`config.mk`:
```
export PLATFORM = sky130hd
export DESIGN_NAME = tsb_top
export DESIGN_NICKNAME = d
export VERILOG_FILES = /design/src/logic/tsb_pkg.sv /design/src/logic/tsb_sync.sv /design/src/logic/tsb_pec.sv /design/src/logic/tsb_top.sv
export SDC_FILE = /design/constraint.sdc
export NUM_CORES = 1
export LEC_CHECK = 0
export ABC_AREA = 1
export BUFFER_PORTS_ARGS = -buffer_cell sky130_fd_sc_hd__buf_2
export CORE_MARGIN = 3
export CORE_UTILIZATION = 55
export DETAILED_ROUTE_END_ITERATION = 16
export GPL_ROUTABILITY_DRIVEN = 0
export PLACE_DENSITY = 0.7
export SYNTH_ARGS = -nofsm -noshare
export SYNTH_HDL_FRONTEND = slang
export SYNTH_HIERARCHICAL = 1
export SYNTH_SLANG_ARGS = --single-unit
export TNS_END_PERCENT = 100
```
`constraint.sdc`:
```
create_clock -name clk -period 2.25 [get_ports clk]
set_clock_uncertainty 0.05 [all_clocks]
set_input_delay 0.1125 -clock clk [delete_from_list [all_inputs] [get_ports clk]]
set_output_delay 0.1125 -clock clk [all_outputs]
set_load 0.05 [all_outputs]
```
`src/logic/tsb_pkg.sv`:
```
`default_nettype none
package tsb_pkg;
  // clock rate of the internal oscillator domain
  localparam int CLK_MHZ = 250;
  // power-up windows, plain defaults in ns
  localparam int SENSE_NS = 1000;
  localparam int INIT_NS = 10000;
  // least times round up to whole cycles
  localparam int SENSE_CYC = (SENSE_NS * CLK_MHZ + 999) / 1000;
  localparam int INIT_CYC = (INIT_NS * CLK_MHZ + 999) / 1000;
  // bus idle interval before an in-band interrupt, in us
  localparam int AVAL_US = 1;
  localparam int AVAL_CYC = AVAL_US * CLK_MHZ;
  // longest time from event to interrupt start, in us
  localparam int ISSUE_US = 15;
  localparam int ISSUE_CYC = ISSUE_US * CLK_MHZ;
  // clock-low timeout bounds and chosen point, in ms
  localparam int TIMEOUT_MIN_MS = 10;
  localparam int TIMEOUT_MAX_MS = 50;
  localparam int TIMEOUT_MS = 30;
  localparam int TIMEOUT_CYC_DFLT = TIMEOUT_MS * 1000 * CLK_MHZ;
  // register offsets
  localparam logic [7:0] REG_ID = 8'h07;
  localparam logic [7:0] REG_IFCFG = 8'h12;
  localparam logic [7:0] REG_IRQCFG = 8'h1b;
  localparam logic [7:0] REG_LIM_LO = 8'h1c;
  localparam logic [7:0] REG_LIM_HI = 8'h1d;
  localparam logic [7:0] REG_TEMP_LO = 8'h31;
  localparam logic [7:0] REG_TEMP_HI = 8'h32;
  localparam logic [7:0] REG_IRQSTS = 8'h30;
  localparam logic [7:0] REG_ERRSTS = 8'h34;
  // field positions
  localparam int IFCFG_PEC_BIT = 7;
  localparam int IFCFG_PARDIS_BIT = 6;
  localparam int IFCFG_INFSEL_BIT = 5;
  localparam int IRQCFG_ERR_BIT = 4;
  localparam int IRQCFG_EVT_BIT = 0;
  localparam int IRQSTS_PEND_BIT = 7;
  localparam int ERRSTS_PEC_BIT = 1;
  localparam int ERRSTS_PAR_BIT = 0;
  // reset values and fixed constants
  localparam logic [2:0] HID_RESET = 3'h7;
  localparam logic [1:0] LID_FIXED = 2'h2;
  localparam logic [7:0] BCAST_WRITE = 8'hfc;
  localparam logic [7:0] CRC_POLY = 8'h07;
  localparam logic [7:0] CRC_SEED = 8'h00;

  typedef enum logic [7:0] {
    ST_IDLE = 8'h01,
    ST_ADDR = 8'h02,
    ST_WRITE = 8'h04,
    ST_READ = 8'h08,
    ST_SKIP = 8'h10,
    ST_PERR = 8'h20,
    ST_IBIREQ = 8'h40,
    ST_IBIADDR = 8'h80
  } tsb_state_e;

  // sampled bus view with its conditions
  typedef struct packed {
    logic scl;
    logic sda;
    logic sclRise;
    logic sclFall;
    logic start;
    logic stop;
  } tsb_bus_s;

  // odd parity: bit is 1 when the byte holds an even count of ones
  function automatic logic oddPar(input logic [7:0] b);
    oddPar = ~(^b);
  endfunction : oddPar

  // one msb-first step of the crc-8 shift, no reflection
  function automatic logic [7:0] crcStep(input logic [7:0] c, input logic b);
    crcStep = {c[6:0], 1'b0} ^ ((c[7] ^ b) ? CRC_POLY : 8'h00);
  endfunction : crcStep
endpackage : tsb_pkg
`default_nettype wire

```
`src/logic/tsb_sync.sv`:
```
`timescale 1ns/10ps
`default_nettype none
module tsb_sync (
  input wire logic clk, // internal clock
  input wire logic rstn, // sync reset, active low
  input wire logic [2:0] din, // asynchronous pins
  output logic [2:0] dout // synchronised copy
);
  logic [2:0] stage1_ff;
  logic [2:0] stage2_ff;

  // two flops; the first is read only by the second
  always_ff @(posedge clk) begin
    if (!rstn) begin
      stage1_ff <= 3'h7;
      stage2_ff <= 3'h7;
    end else begin
      stage1_ff <= din;
      stage2_ff <= stage1_ff;
    end
  end

  assign dout = stage2_ff;
endmodule : tsb_sync
`default_nettype wire

```
`src/logic/tsb_pec.sv`:
```
`timescale 1ns/10ps
`default_nettype none
module tsb_pec import tsb_pkg::*; (
  input wire logic clk, // internal clock
  input wire logic rstn, // sync reset, active low
  input wire logic clear, // start or repeated start
  input wire logic bitValid, // one bus bit to fold in
  input wire logic bitIn, // the bit as seen on sda
  output logic [7:0] crc // running packet check
);
  logic [7:0] crc_ff;

  // clear beats a bit arriving in the same cycle
  always_ff @(posedge clk) begin
    if (!rstn) begin
      crc_ff <= CRC_SEED;
    end else if (clear) begin
      crc_ff <= CRC_SEED;
    end else if (bitValid) begin
      crc_ff <= crcStep(crc_ff, bitIn);
    end
  end

  assign crc = crc_ff;
endmodule : tsb_pec
`default_nettype wire

```
`src/logic/tsb_top.sv`:
```
// Functional notes
// - sample select pin, then enable interface
// - start in two-wire mode, fast mode off
// - 11-bit value, low byte then high
// - fixed bit weights; sign in high bit4
// - unused bits read zero, ignore writes
// - quarter-degree step, span -256 to 255.75
// - clock-low timeout resets interface as stop
// - timeout between ten and fifty milliseconds
// - back to two-wire mode, host code ones
// - bus reset clears six control/status bits
// - keep select value, release data line
// - in-band interrupts only in fast mode
// - wait bus idle, then pull data low
// - idle interval is one microsecond
// - interrupt begins within fifteen microseconds
// - after host start send address, read bit
// - arbitrate bitwise during the address byte
// - check odd parity on received bytes
// - parity only on host writes, per mode
// - after parity error drop until stop
// - parity error sets pending and error flags
// - crc-8 poly 07, seed 00, no reflection
// - packet check in fast mode, address onward
// - crc cleared at every start
`timescale 1ns/10ps
`default_nettype none
module tsb_top import tsb_pkg::*; #(
  parameter int TIMEOUT_CYC = TIMEOUT_CYC_DFLT
) (
  input wire logic clk, // internal oscillator, 250 MHz
  input wire logic rstn, // power-on reset, sync, active low
  input wire logic sclIn, // bus clock pin level
  input wire logic sdaIn, // bus data pin level
  output logic sdaOut, // data pin drive value, always low
  output logic sdaOe, // high while pulling data low
  input wire logic addrSelPin, // address select strap
  input wire logic [10:0] tempResult, // signed quarter-degree result
  input wire logic tempUpdate, // one-cycle load of tempResult
  input wire logic eventIn, // one-cycle sensor event
  output logic i3cModeOut, // high in fast mode
  output logic readyOut // interface accepts commands
);
  logic [2:0] syncOut;
  tsb_bus_s bus;
  logic sclQ_ff;
  logic sdaQ_ff;
  logic [11:0] pwrCnt_ff;
  logic saDone_ff;
  logic saSampled_ff;
  logic ready_ff;
  logic [23:0] lowCnt_ff;
  logic busReset_ff;
  logic [8:0] idleCnt_ff;
  tsb_state_e state_ff;
  logic [3:0] bitCnt_ff;
  logic [7:0] shift_ff;
  logic [7:0] tx_ff;
  logic [7:0] ptr_ff;
  logic rw_ff;
  logic ccc_ff;
  logic first_ff;
  logic sdaOe_ff;
  logic wrStrobe_ff;
  logic [7:0] wrAddr_ff;
  logic [7:0] wrData_ff;
  logic parErrSet_ff;
  logic ibiAck_ff;
  logic [2:0] hid_ff;
  logic pecEn_ff;
  logic parDis_ff;
  logic infSel_ff;
  logic errIrqEn_ff;
  logic evtIrqEn_ff;
  logic [10:0] temp_ff;
  logic [5:0] limLo_ff;
  logic [4:0] limHi_ff;
  logic pend_ff;
  logic parErr_ff;
  logic pecErr_ff;
  logic ibiDone_ff;
  logic [7:0] byteCrc_ff;
  logic [7:0] pecCand_ff;
  logic [7:0] lastByte_ff;
  logic wroteData_ff;
  logic pecActive_ff;
  logic pecErrSet_ff;
  logic sdaOut_ff;
  logic i3cMode_ff;
  logic readyO_ff;
  logic [7:0] crc;
  logic [7:0] rdByte;
  logic [6:0] ownAddr;
  logic ibiGo;
  logic parityPhase;
  logic crcBit;
  logic pendClr;
  logic parClr;
  logic pecClr;

  tsb_sync u_sync (
    .clk(clk),
    .rstn(rstn),
    .din({addrSelPin, sdaIn, sclIn}),
    .dout(syncOut)
  );

  // previous samples for edge and condition detection
  always_ff @(posedge clk) begin
    if (!rstn) begin
      sclQ_ff <= 1'b1;
      sdaQ_ff <= 1'b1;
    end else begin
      sclQ_ff <= syncOut[0];
      sdaQ_ff <= syncOut[1];
    end
  end

  // bus conditions from synchronised levels
  always_comb begin
    bus.scl = syncOut[0];
    bus.sda = syncOut[1];
    bus.sclRise = syncOut[0] & ~sclQ_ff;
    bus.sclFall = ~syncOut[0] & sclQ_ff;
    bus.start = syncOut[0] & sclQ_ff & sdaQ_ff & ~syncOut[1];
    bus.stop = syncOut[0] & sclQ_ff & ~sdaQ_ff & syncOut[1];
  end

  // power-up: sample strap once, then open the interface
  always_ff @(posedge clk) begin
    if (!rstn) begin
      pwrCnt_ff <= 12'h000;
      saDone_ff <= 1'b0;
      saSampled_ff <= 1'b0;
      ready_ff <= 1'b0;
    end else if (!saDone_ff) begin
      if (pwrCnt_ff == 12'(SENSE_CYC - 1)) begin
        saSampled_ff <= syncOut[2];
        saDone_ff <= 1'b1;
        pwrCnt_ff <= 12'h000;
      end else begin
        pwrCnt_ff <= pwrCnt_ff + 12'h001;
      end
    end else if (!ready_ff) begin
      if (pwrCnt_ff == 12'(INIT_CYC - 1)) begin
        ready_ff <= 1'b1;
      end else begin
        pwrCnt_ff <= pwrCnt_ff + 12'h001;
      end
    end
  end

  // clock-low watchdog; a high clock restarts it, so only a stuck low fires
  always_ff @(posedge clk) begin
    if (!rstn) begin
      lowCnt_ff <= 24'h000000;
      busReset_ff <= 1'b0;
    end else begin
      busReset_ff <= 1'b0;
      if (bus.scl || !ready_ff) begin
        lowCnt_ff <= 24'h000000;
      end else if (lowCnt_ff == 24'(TIMEOUT_CYC - 1)) begin
        busReset_ff <= 1'b1;
        lowCnt_ff <= 24'h000000;
      end else begin
        lowCnt_ff <= lowCnt_ff + 24'h000001;
      end
    end
  end

  // idle time: both lines high with no edge, saturating
  always_ff @(posedge clk) begin
    if (!rstn) begin
      idleCnt_ff <= 9'h000;
    end else if (!bus.scl || !bus.sda || bus.sclRise || (bus.sda != sdaQ_ff)) begin
      idleCnt_ff <= 9'h000;
    end else if (idleCnt_ff != 9'(AVAL_CYC)) begin
      idleCnt_ff <= idleCnt_ff + 9'h001;
    end
  end

  assign ownAddr = {1'b0, saSampled_ff, LID_FIXED, hid_ff};
  // parity bit replaces the ack on writes in fast mode and in command frames
  assign parityPhase = infSel_ff | ccc_ff;
  // request goes out the cycle the bus has been idle long enough
  assign ibiGo = infSel_ff & pend_ff & (errIrqEn_ff | evtIrqEn_ff) & ~ibiDone_ff
               & (idleCnt_ff == 9'(AVAL_CYC)) & ready_ff;

  // byte engine: address, write, read, interrupt issue and arbitration
  always_ff @(posedge clk) begin
    if (!rstn) begin
      state_ff <= ST_IDLE;
      bitCnt_ff <= 4'h0;
      shift_ff <= 8'h00;
      tx_ff <= 8'h00;
      ptr_ff <= 8'h00;
      rw_ff <= 1'b0;
      ccc_ff <= 1'b0;
      first_ff <= 1'b0;
      sdaOe_ff <= 1'b0;
      wrStrobe_ff <= 1'b0;
      wrAddr_ff <= 8'h00;
      wrData_ff <= 8'h00;
      parErrSet_ff <= 1'b0;
      ibiAck_ff <= 1'b0;
    end else begin
      wrStrobe_ff <= 1'b0;
      parErrSet_ff <= 1'b0;
      ibiAck_ff <= 1'b0;
      if (busReset_ff) begin
        state_ff <= ST_IDLE;
        sdaOe_ff <= 1'b0;
      end else if (!ready_ff) begin
        state_ff <= ST_IDLE;
      end else if (bus.stop) begin
        state_ff <= ST_IDLE;
        sdaOe_ff <= 1'b0;
      end else if (bus.start && state_ff != ST_PERR && state_ff != ST_IBIREQ) begin
        state_ff <= ST_ADDR;
        bitCnt_ff <= 4'h0;
        sdaOe_ff <= 1'b0;
        ccc_ff <= 1'b0;
        first_ff <= 1'b1; // the clock fall right after a start carries no bit
      end else begin
        case (state_ff)
          ST_IDLE: begin
            if (ibiGo) begin
              state_ff <= ST_IBIREQ;
              sdaOe_ff <= 1'b1;
            end
          end
          ST_IBIREQ: begin
            if (bus.sclFall) begin
              state_ff <= ST_IBIADDR;
              tx_ff <= {ownAddr, 1'b1};
              sdaOe_ff <= ~ownAddr[6];
              bitCnt_ff <= 4'h0;
            end
          end
          ST_IBIADDR: begin
            if (bus.sclRise && bitCnt_ff < 4'h8) begin
              shift_ff <= {shift_ff[6:0], bus.sda};
              if (tx_ff[7] && !bus.sda) begin
                state_ff <= ST_ADDR; // lost, keep listening
                first_ff <= 1'b0; // mid-byte, every later fall counts
              end
            end else if (bus.sclRise) begin
              ibiAck_ff <= ~bus.sda;
              state_ff <= ST_SKIP;
            end else if (bus.sclFall) begin
              if (bitCnt_ff == 4'h7) begin
                sdaOe_ff <= 1'b0;
                bitCnt_ff <= 4'h8;
              end else begin
                tx_ff <= {tx_ff[6:0], 1'b0};
                sdaOe_ff <= ~tx_ff[6];
                bitCnt_ff <= bitCnt_ff + 4'h1;
              end
            end
          end
          ST_ADDR: begin
            if (bus.sclRise && bitCnt_ff < 4'h8) begin
              shift_ff <= {shift_ff[6:0], bus.sda};
            end else if (bus.sclFall) begin
              if (first_ff) begin
                first_ff <= 1'b0; // counting it would decide one bit early
              end else if (bitCnt_ff < 4'h7) begin
                bitCnt_ff <= bitCnt_ff + 4'h1;
              end else if (bitCnt_ff == 4'h7) begin
                if (shift_ff[7:1] == ownAddr) begin
                  sdaOe_ff <= 1'b1;
                  rw_ff <= shift_ff[0];
                  bitCnt_ff <= 4'h8;
                end else if (shift_ff == BCAST_WRITE) begin
                  sdaOe_ff <= 1'b1;
                  rw_ff <= 1'b0;
                  ccc_ff <= 1'b1;
                  bitCnt_ff <= 4'h8;
                end else begin
                  state_ff <= ST_SKIP;
                end
              end else begin
                bitCnt_ff <= 4'h0;
                if (rw_ff) begin
                  state_ff <= ST_READ;
                  tx_ff <= rdByte;
                  sdaOe_ff <= ~rdByte[7];
                  ptr_ff <= ptr_ff + 8'h01;
                end else begin
                  state_ff <= ST_WRITE;
                  first_ff <= 1'b1;
                  sdaOe_ff <= 1'b0;
                end
              end
            end
          end
          ST_WRITE: begin
            if (bus.sclRise && bitCnt_ff < 4'h8) begin
              shift_ff <= {shift_ff[6:0], bus.sda};
            end else if (bus.sclRise) begin
              if (parityPhase && !parDis_ff && (bus.sda != oddPar(shift_ff))) begin
                parErrSet_ff <= 1'b1;
                state_ff <= ST_PERR;
              end
            end else if (bus.sclFall) begin
              if (bitCnt_ff < 4'h7) begin
                bitCnt_ff <= bitCnt_ff + 4'h1;
              end else if (bitCnt_ff == 4'h7) begin
                bitCnt_ff <= 4'h8;
                sdaOe_ff <= ~parityPhase;
              end else begin
                sdaOe_ff <= 1'b0;
                bitCnt_ff <= 4'h0;
                first_ff <= 1'b0;
                if (ccc_ff) begin
                  first_ff <= 1'b0;
                end else if (first_ff) begin
                  ptr_ff <= shift_ff;
                end else begin
                  wrStrobe_ff <= 1'b1;
                  wrAddr_ff <= ptr_ff;
                  wrData_ff <= shift_ff;
                  ptr_ff <= ptr_ff + 8'h01;
                end
              end
            end
          end
          ST_READ: begin
            if (bus.sclRise && bitCnt_ff == 4'h8 && bus.sda) begin
              state_ff <= ST_SKIP; // host nack ends the read
            end else if (bus.sclFall) begin
              if (bitCnt_ff < 4'h7) begin
                tx_ff <= {tx_ff[6:0], 1'b0};
                sdaOe_ff <= ~tx_ff[6];
                bitCnt_ff <= bitCnt_ff + 4'h1;
              end else if (bitCnt_ff == 4'h7) begin
                sdaOe_ff <= 1'b0;
                bitCnt_ff <= 4'h8;
              end else begin
                tx_ff <= rdByte;
                sdaOe_ff <= ~rdByte[7];
                ptr_ff <= ptr_ff + 8'h01;
                bitCnt_ff <= 4'h0;
              end
            end
          end
          ST_SKIP, ST_PERR: begin
            sdaOe_ff <= 1'b0; // only stop or bus reset (or start, when skipping) leaves
          end
          default: begin
            state_ff <= ST_IDLE;
          end
        endcase
      end
    end
  end

  // bits of address, read bit and data, fast mode only
  assign crcBit = bus.sclRise & (bitCnt_ff < 4'h8) & infSel_ff
                & (state_ff == ST_ADDR || state_ff == ST_WRITE || state_ff == ST_READ
                   || state_ff == ST_IBIADDR);

  tsb_pec u_pec (
    .clk(clk),
    .rstn(rstn),
    .clear(bus.start | busReset_ff),
    .bitValid(crcBit),
    .bitIn(bus.sda),
    .crc(crc)
  );

  // check byte is the last written byte; the enable bit acts only from a stop
  always_ff @(posedge clk) begin
    if (!rstn) begin
      byteCrc_ff <= 8'h00;
      pecCand_ff <= 8'h00;
      lastByte_ff <= 8'h00;
      wroteData_ff <= 1'b0;
      pecActive_ff <= 1'b0;
      pecErrSet_ff <= 1'b0;
    end else begin
      pecErrSet_ff <= 1'b0;
      if (busReset_ff) begin
        pecActive_ff <= 1'b0;
        wroteData_ff <= 1'b0;
      end else if (bus.stop) begin
        pecActive_ff <= pecEn_ff;
        wroteData_ff <= 1'b0;
        pecErrSet_ff <= pecActive_ff & infSel_ff & wroteData_ff
                      & (lastByte_ff != pecCand_ff);
      end else if (bus.start) begin
        wroteData_ff <= 1'b0;
      end else if (state_ff == ST_WRITE && bus.sclRise && bitCnt_ff == 4'h0) begin
        byteCrc_ff <= crc;
      end else if (state_ff == ST_WRITE && bus.sclFall && bitCnt_ff == 4'h8) begin
        pecCand_ff <= byteCrc_ff;
        lastByte_ff <= shift_ff;
        wroteData_ff <= ~ccc_ff;
      end
    end
  end

  // control and limit registers written over the bus; temperature loaded on tempUpdate
  always_ff @(posedge clk) begin
    if (!rstn) begin
      hid_ff <= HID_RESET;
      pecEn_ff <= 1'b0;
      parDis_ff <= 1'b0;
      infSel_ff <= 1'b0;
      errIrqEn_ff <= 1'b0;
      evtIrqEn_ff <= 1'b0;
      temp_ff <= 11'h000;
      limLo_ff <= 6'h00;
      limHi_ff <= 5'h00;
    end else begin
      if (tempUpdate) begin
        temp_ff <= tempResult;
      end
      if (busReset_ff) begin
        hid_ff <= HID_RESET;
        infSel_ff <= 1'b0;
        pecEn_ff <= 1'b0;
        parDis_ff <= 1'b0;
        errIrqEn_ff <= 1'b0;
      end else if (wrStrobe_ff) begin
        if (wrAddr_ff == REG_ID) begin
          hid_ff <= wrData_ff[2:0];
        end else if (wrAddr_ff == REG_IFCFG) begin
          pecEn_ff <= wrData_ff[IFCFG_PEC_BIT];
          parDis_ff <= wrData_ff[IFCFG_PARDIS_BIT];
          infSel_ff <= wrData_ff[IFCFG_INFSEL_BIT];
        end else if (wrAddr_ff == REG_IRQCFG) begin
          errIrqEn_ff <= wrData_ff[IRQCFG_ERR_BIT];
          evtIrqEn_ff <= wrData_ff[IRQCFG_EVT_BIT];
        end else if (wrAddr_ff == REG_LIM_LO) begin
          limLo_ff <= wrData_ff[7:2];
        end else if (wrAddr_ff == REG_LIM_HI) begin
          limHi_ff <= wrData_ff[4:0];
        end
      end
    end
  end

  // write-one-to-clear strobes for the sticky flags
  assign pendClr = wrStrobe_ff & (wrAddr_ff == REG_IRQSTS) & wrData_ff[IRQSTS_PEND_BIT];
  assign parClr = wrStrobe_ff & (wrAddr_ff == REG_ERRSTS) & wrData_ff[ERRSTS_PAR_BIT];
  assign pecClr = wrStrobe_ff & (wrAddr_ff == REG_ERRSTS) & wrData_ff[ERRSTS_PEC_BIT];

  // sticky flags; a set in the clearing cycle wins
  always_ff @(posedge clk) begin
    if (!rstn) begin
      pend_ff <= 1'b0;
      parErr_ff <= 1'b0;
      pecErr_ff <= 1'b0;
      ibiDone_ff <= 1'b0;
    end else begin
      pend_ff <= parErrSet_ff | eventIn | (pend_ff & ~pendClr);
      parErr_ff <= parErrSet_ff | (parErr_ff & ~parClr & ~busReset_ff);
      pecErr_ff <= pecErrSet_ff | (pecErr_ff & ~pecClr & ~busReset_ff);
      ibiDone_ff <= ibiAck_ff | (ibiDone_ff & pend_ff);
    end
  end

  // read decode; unmapped offsets and reserved bits read zero
  always_comb begin
    rdByte = 8'h00;
    if (ptr_ff == REG_ID) begin
      rdByte = {4'h0, saSampled_ff, hid_ff};
    end else if (ptr_ff == REG_IFCFG) begin
      rdByte[IFCFG_PEC_BIT] = pecEn_ff;
      rdByte[IFCFG_PARDIS_BIT] = parDis_ff;
      rdByte[IFCFG_INFSEL_BIT] = infSel_ff;
    end else if (ptr_ff == REG_IRQCFG) begin
      rdByte[IRQCFG_ERR_BIT] = errIrqEn_ff;
      rdByte[IRQCFG_EVT_BIT] = evtIrqEn_ff;
    end else if (ptr_ff == REG_LIM_LO) begin
      rdByte = {limLo_ff, 2'b00};
    end else if (ptr_ff == REG_LIM_HI) begin
      rdByte = {3'b000, limHi_ff};
    end else if (ptr_ff == REG_TEMP_LO) begin
      rdByte = {temp_ff[5:0], 2'b00};
    end else if (ptr_ff == REG_TEMP_HI) begin
      rdByte = {3'b000, temp_ff[10:6]};
    end else if (ptr_ff == REG_IRQSTS) begin
      rdByte[IRQSTS_PEND_BIT] = pend_ff;
    end else if (ptr_ff == REG_ERRSTS) begin
      rdByte[ERRSTS_PEC_BIT] = pecErr_ff;
      rdByte[ERRSTS_PAR_BIT] = parErr_ff;
    end
  end

  // output flops; the data pin is open drain so its value stays low
  always_ff @(posedge clk) begin
    if (!rstn) begin
      sdaOut_ff <= 1'b0;
      i3cMode_ff <= 1'b0;
      readyO_ff <= 1'b0;
    end else begin
      sdaOut_ff <= 1'b0;
      i3cMode_ff <= infSel_ff;
      readyO_ff <= ready_ff;
    end
  end

  assign sdaOut = sdaOut_ff;
  assign sdaOe = sdaOe_ff;
  assign i3cModeOut = i3cMode_ff;
  assign readyOut = readyO_ff;
endmodule : tsb_top
`default_nettype wire

```
==> run summary, run 1 <==
Period utilisation layout: 0.920
Mapped Nets: 1446
Util after Layout: 0.646
H-tree levels: 4
Number of synthesized register bits: 187
Largest net degree at the start of global routing: 65
DRT iter0 DRCs: 704
Share of layout cells above drive strength 1: 0.0999
Post-synth EDFFs: 0
Slew Limit Fails: 0
Detailed-route via count: 9158
Via density: 5.38
Synth-to-Final Area Change: 13.4%
Portion of netlist area occupied by mux cells: 0
Cells after synthesis: 1413
Hpwl dp: 17700 µm
Max cap viols: 0
Syn Std Cell Area: 0.00954 mm²
Setup TNS: 0 ns
Clk sinks: 187
Syn Area/Cell: 6.75 µm²
Distinct cells, synth: 48
Routed len/inst: 14.1 µm
Critical Path Fanout Max: 6
Post-Synth Simple-Gate Area: 0.311
Clock latency on the worst-skew pair: 0.43 ns
First-pass iteration count of the detailed router: 5
Initial core utilization: 0.569
RSZ-0062 raised after global routing: false
Main combinational cell family by area after synthesis: simple AND/OR/NAND/NOR gates
Crit start category: flop
Leading cell type in the layout, fill and taps excluded: nand2_1
Sequential area share after synthesis: 0.392
Maximum vdd drop: 0.540 mV
# rows: 47
CTS Buffer Depth: 2
Finished layout cell area: 0.0108 mm²
Clk slew on worst S/H paths: 0.07 ns
Vias in the first global route: 8397
Leakage: 4.64 nW
Die span in x: 138 µm
Root Buffer: clkbuf_16
Worst Path Arrival: 2.38 ns
Global-route wire length before repair: 39700 µm
Critical Path RT: 2.55 ns
Final Power: 6.66 mW
Worst hold path type: input pin to flop
Crit. End Element: flop
Total routed wirelength: 24100 µm
Final nets: 1503
Final Setup Violations: 0
Flop pwr share: 0.504
F_max: 0.483 GHz
Die height: 138 µm
Slew headroom: 0.569
Initial antenna violation count: 0
Placed instance area: 0.0100 mm²
Crit Path Category: flop to flop
P_int: 5.17 mW
Outcome: finished, final reports clean
Total Die Area: 0.0190 mm²
Final antenna-violating net count: 0
Clock share of power: 0.463
Total grt overflow: 0
Num CTS Buffers: 17
FFs w/ async S/R, synth: 0
Power density over the cells: 615 mW/mm²
Internal reg-to-reg setup slack: 0.18 ns
Final Critical Period: 2.07 ns
Combinational Power Share: 0.032
Xor/xnor share of the synthesized area: 0.0119
CTS tree: yes
Core ar.: 0.0168 mm²
Switching power: 1.48 mW
Top Ports: 22
Ant diodes: 0
Synth Area in Adders: 0.0197
Synth warn: 6
Switching share of power: 0.223
IO Port Bufs: 20
Post-synthesis compound-gate area fraction: 0.167
Final Hold Vio Count: 0
DRC Markers: 0
Total Routing Usage GR: 0.262
Worst slew pin tran: 0.640 ns
Main synth FF type: dfxtp_1
Commonest non-fill, non-tap cells in the layout: 272 x nand2_1, 200 x inv_1, 193 x nor2_1
## power by group through the flow
stage	Sequential (mW)	Clock (mW)	Combinational [mW]
floorplan	3.43	0	0.129
global route	3.36	3.27	0.242
CTS	3.35	3.13	0.213
detailed placement	3.43	0	0.191
finish	3.36	3.08	0.216
global placement	3.43	0	0.189
## stage by stage
step | worst slack, ns | cells | hold slack [ns]
after global placement | 0.0722 | 1655 | 0.244
after detailed placement | 0.0937 | 1655 | 0.245
after global routing | 0.00909 | 1702 | 0.0574
after CTS | 0.0668 | 1702 | 0.00763
final | 0.179 | 1702 | 0.0188
after floorplan | 0.422 | 1413 | 0.131
## worst max-delay path, cell delays in order, from the launching register on
cell and delay (ns):
dfxtp_1 0.35, inv_1 0.14, ha_1 0.22, nand2_1 0.13, nor2_1 0.35, nand2_1 0.10
nand3_1 0.10, nand3_1 0.08, nand2_1 0.10, nand2_1 0.07, nand2_1 0.06, nand3_1 0.08
a21oi_1 0.15
## registers in the layout, indices dropped and copies added, names as in the netlist, 8 cells and up
name / count
wrAddr_ff: 8
pecCand_ff: 8
tx_ff: 8
state_ff: 8
lowCnt_ff: 24
temp_ff: 11
wrData_ff: 8
shift_ff: 8
byteCrc_ff: 8
lastByte_ff: 8
idleCnt_ff: 9
u_pec/crc: 8
pwrCnt_ff: 12
ptr_ff: 8
## layout make-up
class | instances | area [µm²]
Fill cell | 1573 | 5940
Multi-Input combinational cell | 988 | 4910
Sequential cell | 187 | 3750
Inverter | 207 | 779
Timing Repair Buffer | 69 | 512
Clock buffer | 18 | 429
Tap cell | 220 | 275
Clock inverter | 13 | 168
## worst paths after layout
path	start	endpoint	depth (start not counted)
worst min register to register	u_sync/stage1_ff[1]$_SDFF_PN1_	u_sync/dout[1]$_SDFF_PN1_	2
worst min-delay path	tempUpdate	temp_ff[8]$_SDFFE_PN0P_	3
worst max-delay path	ptr_ff[1]$_SDFFE_PN0P_	tx_ff[3]$_SDFFE_PN0P_	12
worst max register to register	ptr_ff[1]$_SDFFE_PN0P_	tx_ff[3]$_SDFFE_PN0P_	12
## timing repair
item	CTS	global route
buffers inserted	0	0
hold buffers	16	0
resized for setup	0	20
setup endpoints to repair	0	25
endpoints found under the hold margin	18	0
## synthesized netlist by cell type, types with 2 or more instances
library cell	number	area (µm²)
o22ai_1	5	31.3
a211oi_1	6	45.0
ha_1	15	188
xnor2_1	4	35.0
nand2_4	4	45.0
nor3b_1	2	15.0
nor2_1	198	743
nor3_1	25	125
inv_2	5	18.8
clkbuf_1	17	63.8
buf_4	4	30.0
a21oi_1	133	666
nand2_2	10	62.6
nor2_2	7	43.8
nand3b_1	3	22.5
o21a_1	5	37.5
nand4_1	27	169
or2_2	6	37.5
dfxtp_1	187	3740
buf_2	7	35.0
xor2_1	9	78.8
nor4_1	12	75.1
nor3_2	3	30.0
nor2_4	10	113
o21ai_1	14	70.1
and3_1	2	12.5
nor4_4	2	42.5
nand2_1	272	1020
inv_1	201	754
nand3_1	73	365
o211ai_1	10	75.1
o21ai_0	119	596
## layer usage
metal / track usage / wire (µm) / up-vias
li1: - / - / 4704
met1: 0.354 / 11400 / 4112
met2: 0.416 / 10800 / 291
met3: 0.0482 / 1340 / 51
met4: 0.0965 / 531 / 0
met5: 0 / 0 / -
## kinds of logic after synthesis
logic type / count (synthesis)
buffers and inverters: 238
DFF: 187
xor gates and xnor gates: 13
and+or+nand+nor: 659
AOI/OAI and AO/OA: 300
other: 1
adders and majority gates: 15
(Power assumes the default switching activity.)
==> inputs of run 2 (changes only) <==
- clock period: 2.25 -> 2.6 ns (I/O delays scaled with it)
==> run 2 against run 1 <==
Compared with the run above: global-route usage is 0.87 points lower; register-to-register slack better by 0.14 ns; first-iteration DRC count is 13% higher; largest power group unchanged; sequential power is 14% lower; utilization is 1.4 points lower; cell count is 1.1% lower; critical path depth stayed put.
==> run summary, run 2 (synthesis gave the netlist of run 1 again) <==
Critical Path RT: 2.86 ns (+0.31 ns)
Crit Path Category: flop to flop
P_int: 4.30 mW (-17%)
Synth-to-Final Area Change: 11.0%
Switching share of power: 0.231 (+0.00772)
Clock share of power: 0.448 (-0.015)
Final Setup Violations: 0 (unchanged)
Combinational Power Share: 0.033 (about the same)
Clk sinks: 187 (unchanged)
Ant diodes: 0 (unchanged)
Crit. End Element: flop
Commonest non-fill, non-tap cells in the layout: 272 x nand2_1, 201 x inv_1, 198 x nor2_1
Flop pwr share: 0.520 (+0.016)
Critical Path Fanout Max: 20 (+14)
Worst Path Arrival: 2.55 ns (+0.17 ns)
RSZ-0062 raised after global routing: false
Final nets: 1484 (-1.3%)
Die span in x: 138 µm (unchanged)
Slew headroom: 0.467 (-0.102)
Total Die Area: 0.0190 mm² (unchanged)
# resized after CTS: 0 (unchanged)
Leakage: 4.54 nW (-2.2%)
Leading cell type in the layout, fill and taps excluded: nand2_1
CTS Buffer Depth: 2 (unchanged)
Largest registers: lowCnt_ff: 24 flops, pwrCnt_ff: 12 flops, temp_ff: 11 flops
Crit start category: flop
Total Routing Usage GR: 0.253 (-0.00870)
Total routed wirelength: 23300 µm (-3.1%)
Setup TNS: 0 ns (unchanged)
IO Port Bufs: 20 (unchanged)
Routed len/inst: 13.8 µm (-2.0%)
Share of layout cells above drive strength 1: 0.0800 (-0.0199)
Worst slew pin tran: 0.800 ns (+0.159 ns)
Worst path max stage delay: 0.37 ns (+0.02 ns)
Hpwl dp: 17000 µm (-4.0%)
CTS tree: yes
Core ar.: 0.0168 mm² (unchanged)
Global-route wire length before repair: 38600 µm (-2.7%)
Root Buffer: clkbuf_16
Final Critical Period: 2.28 ns (+0.214 ns)
Total grt overflow: 0 (unchanged)
Placed instance area: 0.00987 mm² (-1.4%)
Power density over the cells: 527 mW/mm² (-14%)
Die height: 138 µm (unchanged)
Critical path, cell by cell: nor2_2 -> nand2_4 -> nor2_1 -> nor2_1 -> nand2_2 -> nand2_1 -> inv_1 -> nand3b_2 -> nor2_8 -> inv_2 -> nor2_2 -> a21oi_1
Placed Instances: 1636 (-1.1%)
Largest net degree at the start of global routing: 89 (+37%)
Max reg flops: 24 (unchanged)
F_max: 0.438 GHz (-9.4%)
Num CTS Buffers: 17 (unchanged)
Maximum vdd drop: 0.510 mV (-5.6%)
Outcome: finished, final reports clean
# rows: 47 (unchanged)
Clock latency on the worst-skew pair: 0.43 ns (about the same)
First-pass iteration count of the detailed router: 5 (unchanged)
Detailed-route via count: 8955 (-2.2%)
Vias in the first global route: 8069 (-3.9%)
Via density: 5.32 (-1.1%)
Period utilisation layout: 0.879 (-0.0417)
DRC Markers: 0 (unchanged)
HP Start: tempUpdate
DRT iter0 DRCs: 797 (+13%)
Max cap viols: 0 (unchanged)
Clk slew on worst S/H paths: 0.07 ns (about the same)
Top Ports: 22 (unchanged)
Critical Path Source: state_ff[2]$_SDFFE_PP0P_
Util after Layout: 0.632 (-0.0137)
Non-Filler Instances: 1683 (-1.1%)
Slew Limit Fails: 0 (unchanged)
Largest Register: lowCnt_ff
Switching power: 1.29 mW (-13%)
CP max-delay cell: dfxtp_1
Initial antenna violation count: 0 (unchanged)
Hold Buf Count CTS: 16 (unchanged)
Final antenna-violating net count: 0 (unchanged)
Worst hold path type: input pin to flop
Finished layout cell area: 0.0106 mm² (-2.1%)
Worst reg2reg path startpoint: state_ff[2]$_SDFFE_PP0P_
Final Hold Vio Count: 0 (unchanged)
H-tree levels: 4 (unchanged)
Post-CTS Setup Inserts: 0 (unchanged)
Initial core utilization: 0.569 (unchanged)
==> run 2: cell types whose count changed in the layout (fill, tap and decap cells not counted), sizes merged <==
cell / delta
clkbuf: +4
bufinv: -3
inv: +2
buf: -19
clkinvlp: -3
==> run 2: worst max-delay path, delay by kind of cell (launching register included) <==
kind,cells,cell delay (ns)
AND/OR/NAND/NOR,9,1.46
flip-flops,1,0.37
AO/OA/AOI/OAI,1,0.07
buffers and inverters,2,0.22
==> run 2: power groups by stage <==
stage               Sequential (mW)  Combinational, mW  Clock [mW]
floorplan                      2.97              0.112           0
global placement               2.97              0.159           0
detailed placement             2.97              0.161           0
CTS                            2.90              0.180        2.55
global route                   2.91              0.205        2.64
finish                         2.90              0.182        2.50
==> run 2: worst paths after layout <==
path | depth (start not counted) | end | slack (ns)
max | 12 | tx_ff[0]$_SDFFE_PN0P_ | 0.32
min | 3 | temp_ff[0]$_SDFFE_PN0P_ | 0.02
max reg2reg | 12 | tx_ff[0]$_SDFFE_PN0P_ | 0.32
min reg2reg | 2 | u_sync/dout[0]$_SDFF_PN1_ | 0.37
==> run 2: area by class of cell <==
class                           count  area, µm²
Fill cell                        1559       6170
Multi-Input combinational cell    988       4870
Sequential cell                   187       3740
Inverter                          207        779
Clock buffer                       22        484
Timing Repair Buffer               50        365
Tap cell                          220        275
Clock inverter                      9       76.3
==> run 2: stage by stage <==
step / hold WS (ns) / total power, mW / worst slack (ns)
final: 0.0246 / 5.58 / 0.316
after global routing: 0.0374 / 5.76 / 0.101
after CTS: 0.00948 / 5.63 / 0.364
after detailed placement: 0.260 / 3.13 / 0.399
after global placement: 0.255 / 3.13 / 0.378
after floorplan: 0.149 / 3.08 / 0.772
==> run 2: metal layers <==
metal	GRT usage	routed length (µm)
met4	0.0687	404
met2	0.408	10400
met5	0	0
met1	0.347	11200
met3	0.0482	1340
==> inputs of run 3 (changes only) <==
- RECOVER_POWER: not set -> 50
==> run 3 against run 2 <==
Compared with the run above: hold slack lost 0.0017 ns; largest cell class unchanged; cell count did not move; register-to-register slack worse by 0.04 ns; global-route usage unchanged; fmax is 1.5% lower; combinational power hardly changed; sequential share of layout area up 0.18 points; worst setup slack worse by 0.035 ns; first-iteration DRC count unchanged; power hardly changed; sequential power barely moved.
==> run summary, run 3 (synthesis gave the netlist of run 1 again) <==
Num CTS Buffers: 17 (unchanged)
Worst Path Arrival: 2.59 ns (+0.04 ns)
Total routed wirelength: 23300 µm (about the same)
Final WS setup: 0.281 ns (-0.0350 ns)
Leakage: 4.50 nW (-0.94%)
Outcome: finished, final reports clean
DRC Markers: 0 (unchanged)
Initial core utilization: 0.569 (unchanged)
Final Hold Vio Count: 0 (unchanged)
Largest net degree at the start of global routing: 89 (unchanged)
IO Port Bufs: 20 (unchanged)
# rows: 47 (unchanged)
RSZ-0062 raised after global routing: false
Crit Path Category: flop to flop
Critical Path RT: 2.87 ns (about the same)
DRT iter0 DRCs: 797 (unchanged)
Critical Path Fanout Max: 20 (unchanged)
Slew Limit Fails: 0 (unchanged)
Final Critical Period: 2.32 ns (+0.0350 ns)
Initial antenna violation count: 0 (unchanged)
Root Buffer: clkbuf_16
CP max-delay cell: dfxtp_1
Post-CTS Setup Inserts: 0 (unchanged)
Routed len/inst: 13.9 µm (about the same)
Power density over the cells: 530 mW/mm² (+0.53%)
Synth-to-Final Area Change: 10.5%
Share of layout cells above drive strength 1: 0.0711 (-0.00889)
Setup WS pre-CTS: 0.399 ns (unchanged)
Final antenna-violating net count: 0 (unchanged)
Max reg flops: 24 (unchanged)
# resized after CTS: 0 (unchanged)
Commonest non-fill, non-tap cells in the layout: 272 x nand2_1, 201 x inv_1, 199 x nor2_1
Die span in x: 138 µm (unchanged)
H-tree levels: 4 (unchanged)
Core ar.: 0.0168 mm² (unchanged)
First-pass iteration count of the detailed router: 5 (unchanged)
Clock latency on the worst-skew pair: 0.43 ns (about the same)
Total Die Area: 0.0190 mm² (unchanged)
Non-Filler Instances: 1683 (unchanged)
Setup TNS: 0 ns (unchanged)
Final Power: 5.59 mW (about the same)
F_max: 0.431 GHz (-1.5%)
Max cap viols: 0 (unchanged)
Clk slew on worst S/H paths: 0.07 ns (about the same)
Largest Register: lowCnt_ff
Maximum vdd drop: 0.510 mV (about the same)
Clk sinks: 187 (unchanged)
Leading cell type in the layout, fill and taps excluded: nand2_1
Worst slew pin tran: 0.869 ns (+0.0691 ns)
Final nets: 1484 (unchanged)
Slew headroom: 0.421 (-0.0461)
Worst path max stage delay: 0.37 ns (about the same)
Global-route wire length before repair: 38600 µm (unchanged)
CTS tree: yes
Hpwl dp: 17000 µm (unchanged)
Crit. End Element: flop
Final Setup Violations: 0 (unchanged)
Largest registers: lowCnt_ff: 24 flops, pwrCnt_ff: 12 flops, temp_ff: 11 flops
Placed Instances: 1636 (unchanged)
Placed instance area: 0.00987 mm² (unchanged)
Worst hold path type: input pin to flop
Crit start category: flop
Period utilisation layout: 0.892 (+0.0135)
Ant diodes: 0 (unchanged)
Top Ports: 22 (unchanged)
Total Routing Usage GR: 0.253 (unchanged)
Critical path, cell by cell: nor2_2 -> nand2_4 -> nor2_1 -> inv_2 -> nand2_2 -> nand2_1 -> inv_1 -> nand3b_2 -> nor2_8 -> inv_2 -> nor2_2 -> a21oi_1
Detailed-route via count: 8937 (-0.20%)
Vias in the first global route: 8069 (unchanged)
CTS Buffer Depth: 2 (unchanged)
Via density: 5.31 (-0.20%)
Die height: 138 µm (unchanged)
Fillers: 1577 (+1.2%)
Finished layout cell area: 0.0105 mm² (-0.51%)
Total grt overflow: 0 (unchanged)
run 3: per-layer routing:
metal,vias to the layer above,GRT usage,part of all wire
met5,-,0,0
met4,0,0.0687,0.016
met3,42,0.0482,0.062
met2,245,0.408,0.45
met1,3989,0.347,0.47
li1,4661,-,-
run 3: worst paths after layout:
check / from / cells after the start / slack (ns) / end
setup / recovery: state_ff[2]$_SDFFE_PP0P_ / 12 / 0.28 / tx_ff[0]$_SDFFE_PN0P_
hold / removal: tempUpdate / 3 / 0.02 / temp_ff[0]$_SDFFE_PN0P_
setup reg to reg: state_ff[2]$_SDFFE_PP0P_ / 12 / 0.28 / tx_ff[0]$_SDFFE_PN0P_
hold reg to reg: u_sync/stage1_ff[0]$_SDFF_PN1_ / 2 / 0.36 / u_sync/dout[0]$_SDFF_PN1_
run 3: repair_timing:
item                       in CTS  in global routing
hold endpoints to repair       20                  0
hold buffers                   16                  0
setup endpoints to repair       0                  0
run 3: metrics by stage:
stage	hold slack, ns	utilization
floorplan	0.149	-
global placement	0.255	0.589
detailed placement	0.260	0.589
CTS	0.00948	0.632
global route	0.0374	0.629
finish	0.0229	0.629
run 3: where the power goes:
part	total, mW	internal, mW	switching (mW)
Combinational	0.179	0.0630	0.116
Sequential	2.90	2.89	0.0153
Clock	2.50	1.34	1.16
Total	5.59	4.29	1.29
run 3: cell type report:
cell class,count,area (µm²),area share
clock buffer,22,484,0.0460
clock inverter,9,76.3,0.00724
inverter,207,779,0.0740
multi-input combinational,988,4840,0.460
sequential,187,3740,0.355
tap,220,275,0.0261
timing repair buffer,50,334,0.0317
run 3: worst max-delay path: cells and delay by family, from the launching register on:
kind / cells / cell delay, ns
flip-flops: 1 / 0.37
AO/OA/AOI/OAI: 1 / 0.07
buffers and inverters: 3 / 0.32
AND/OR/NAND/NOR: 8 / 1.38
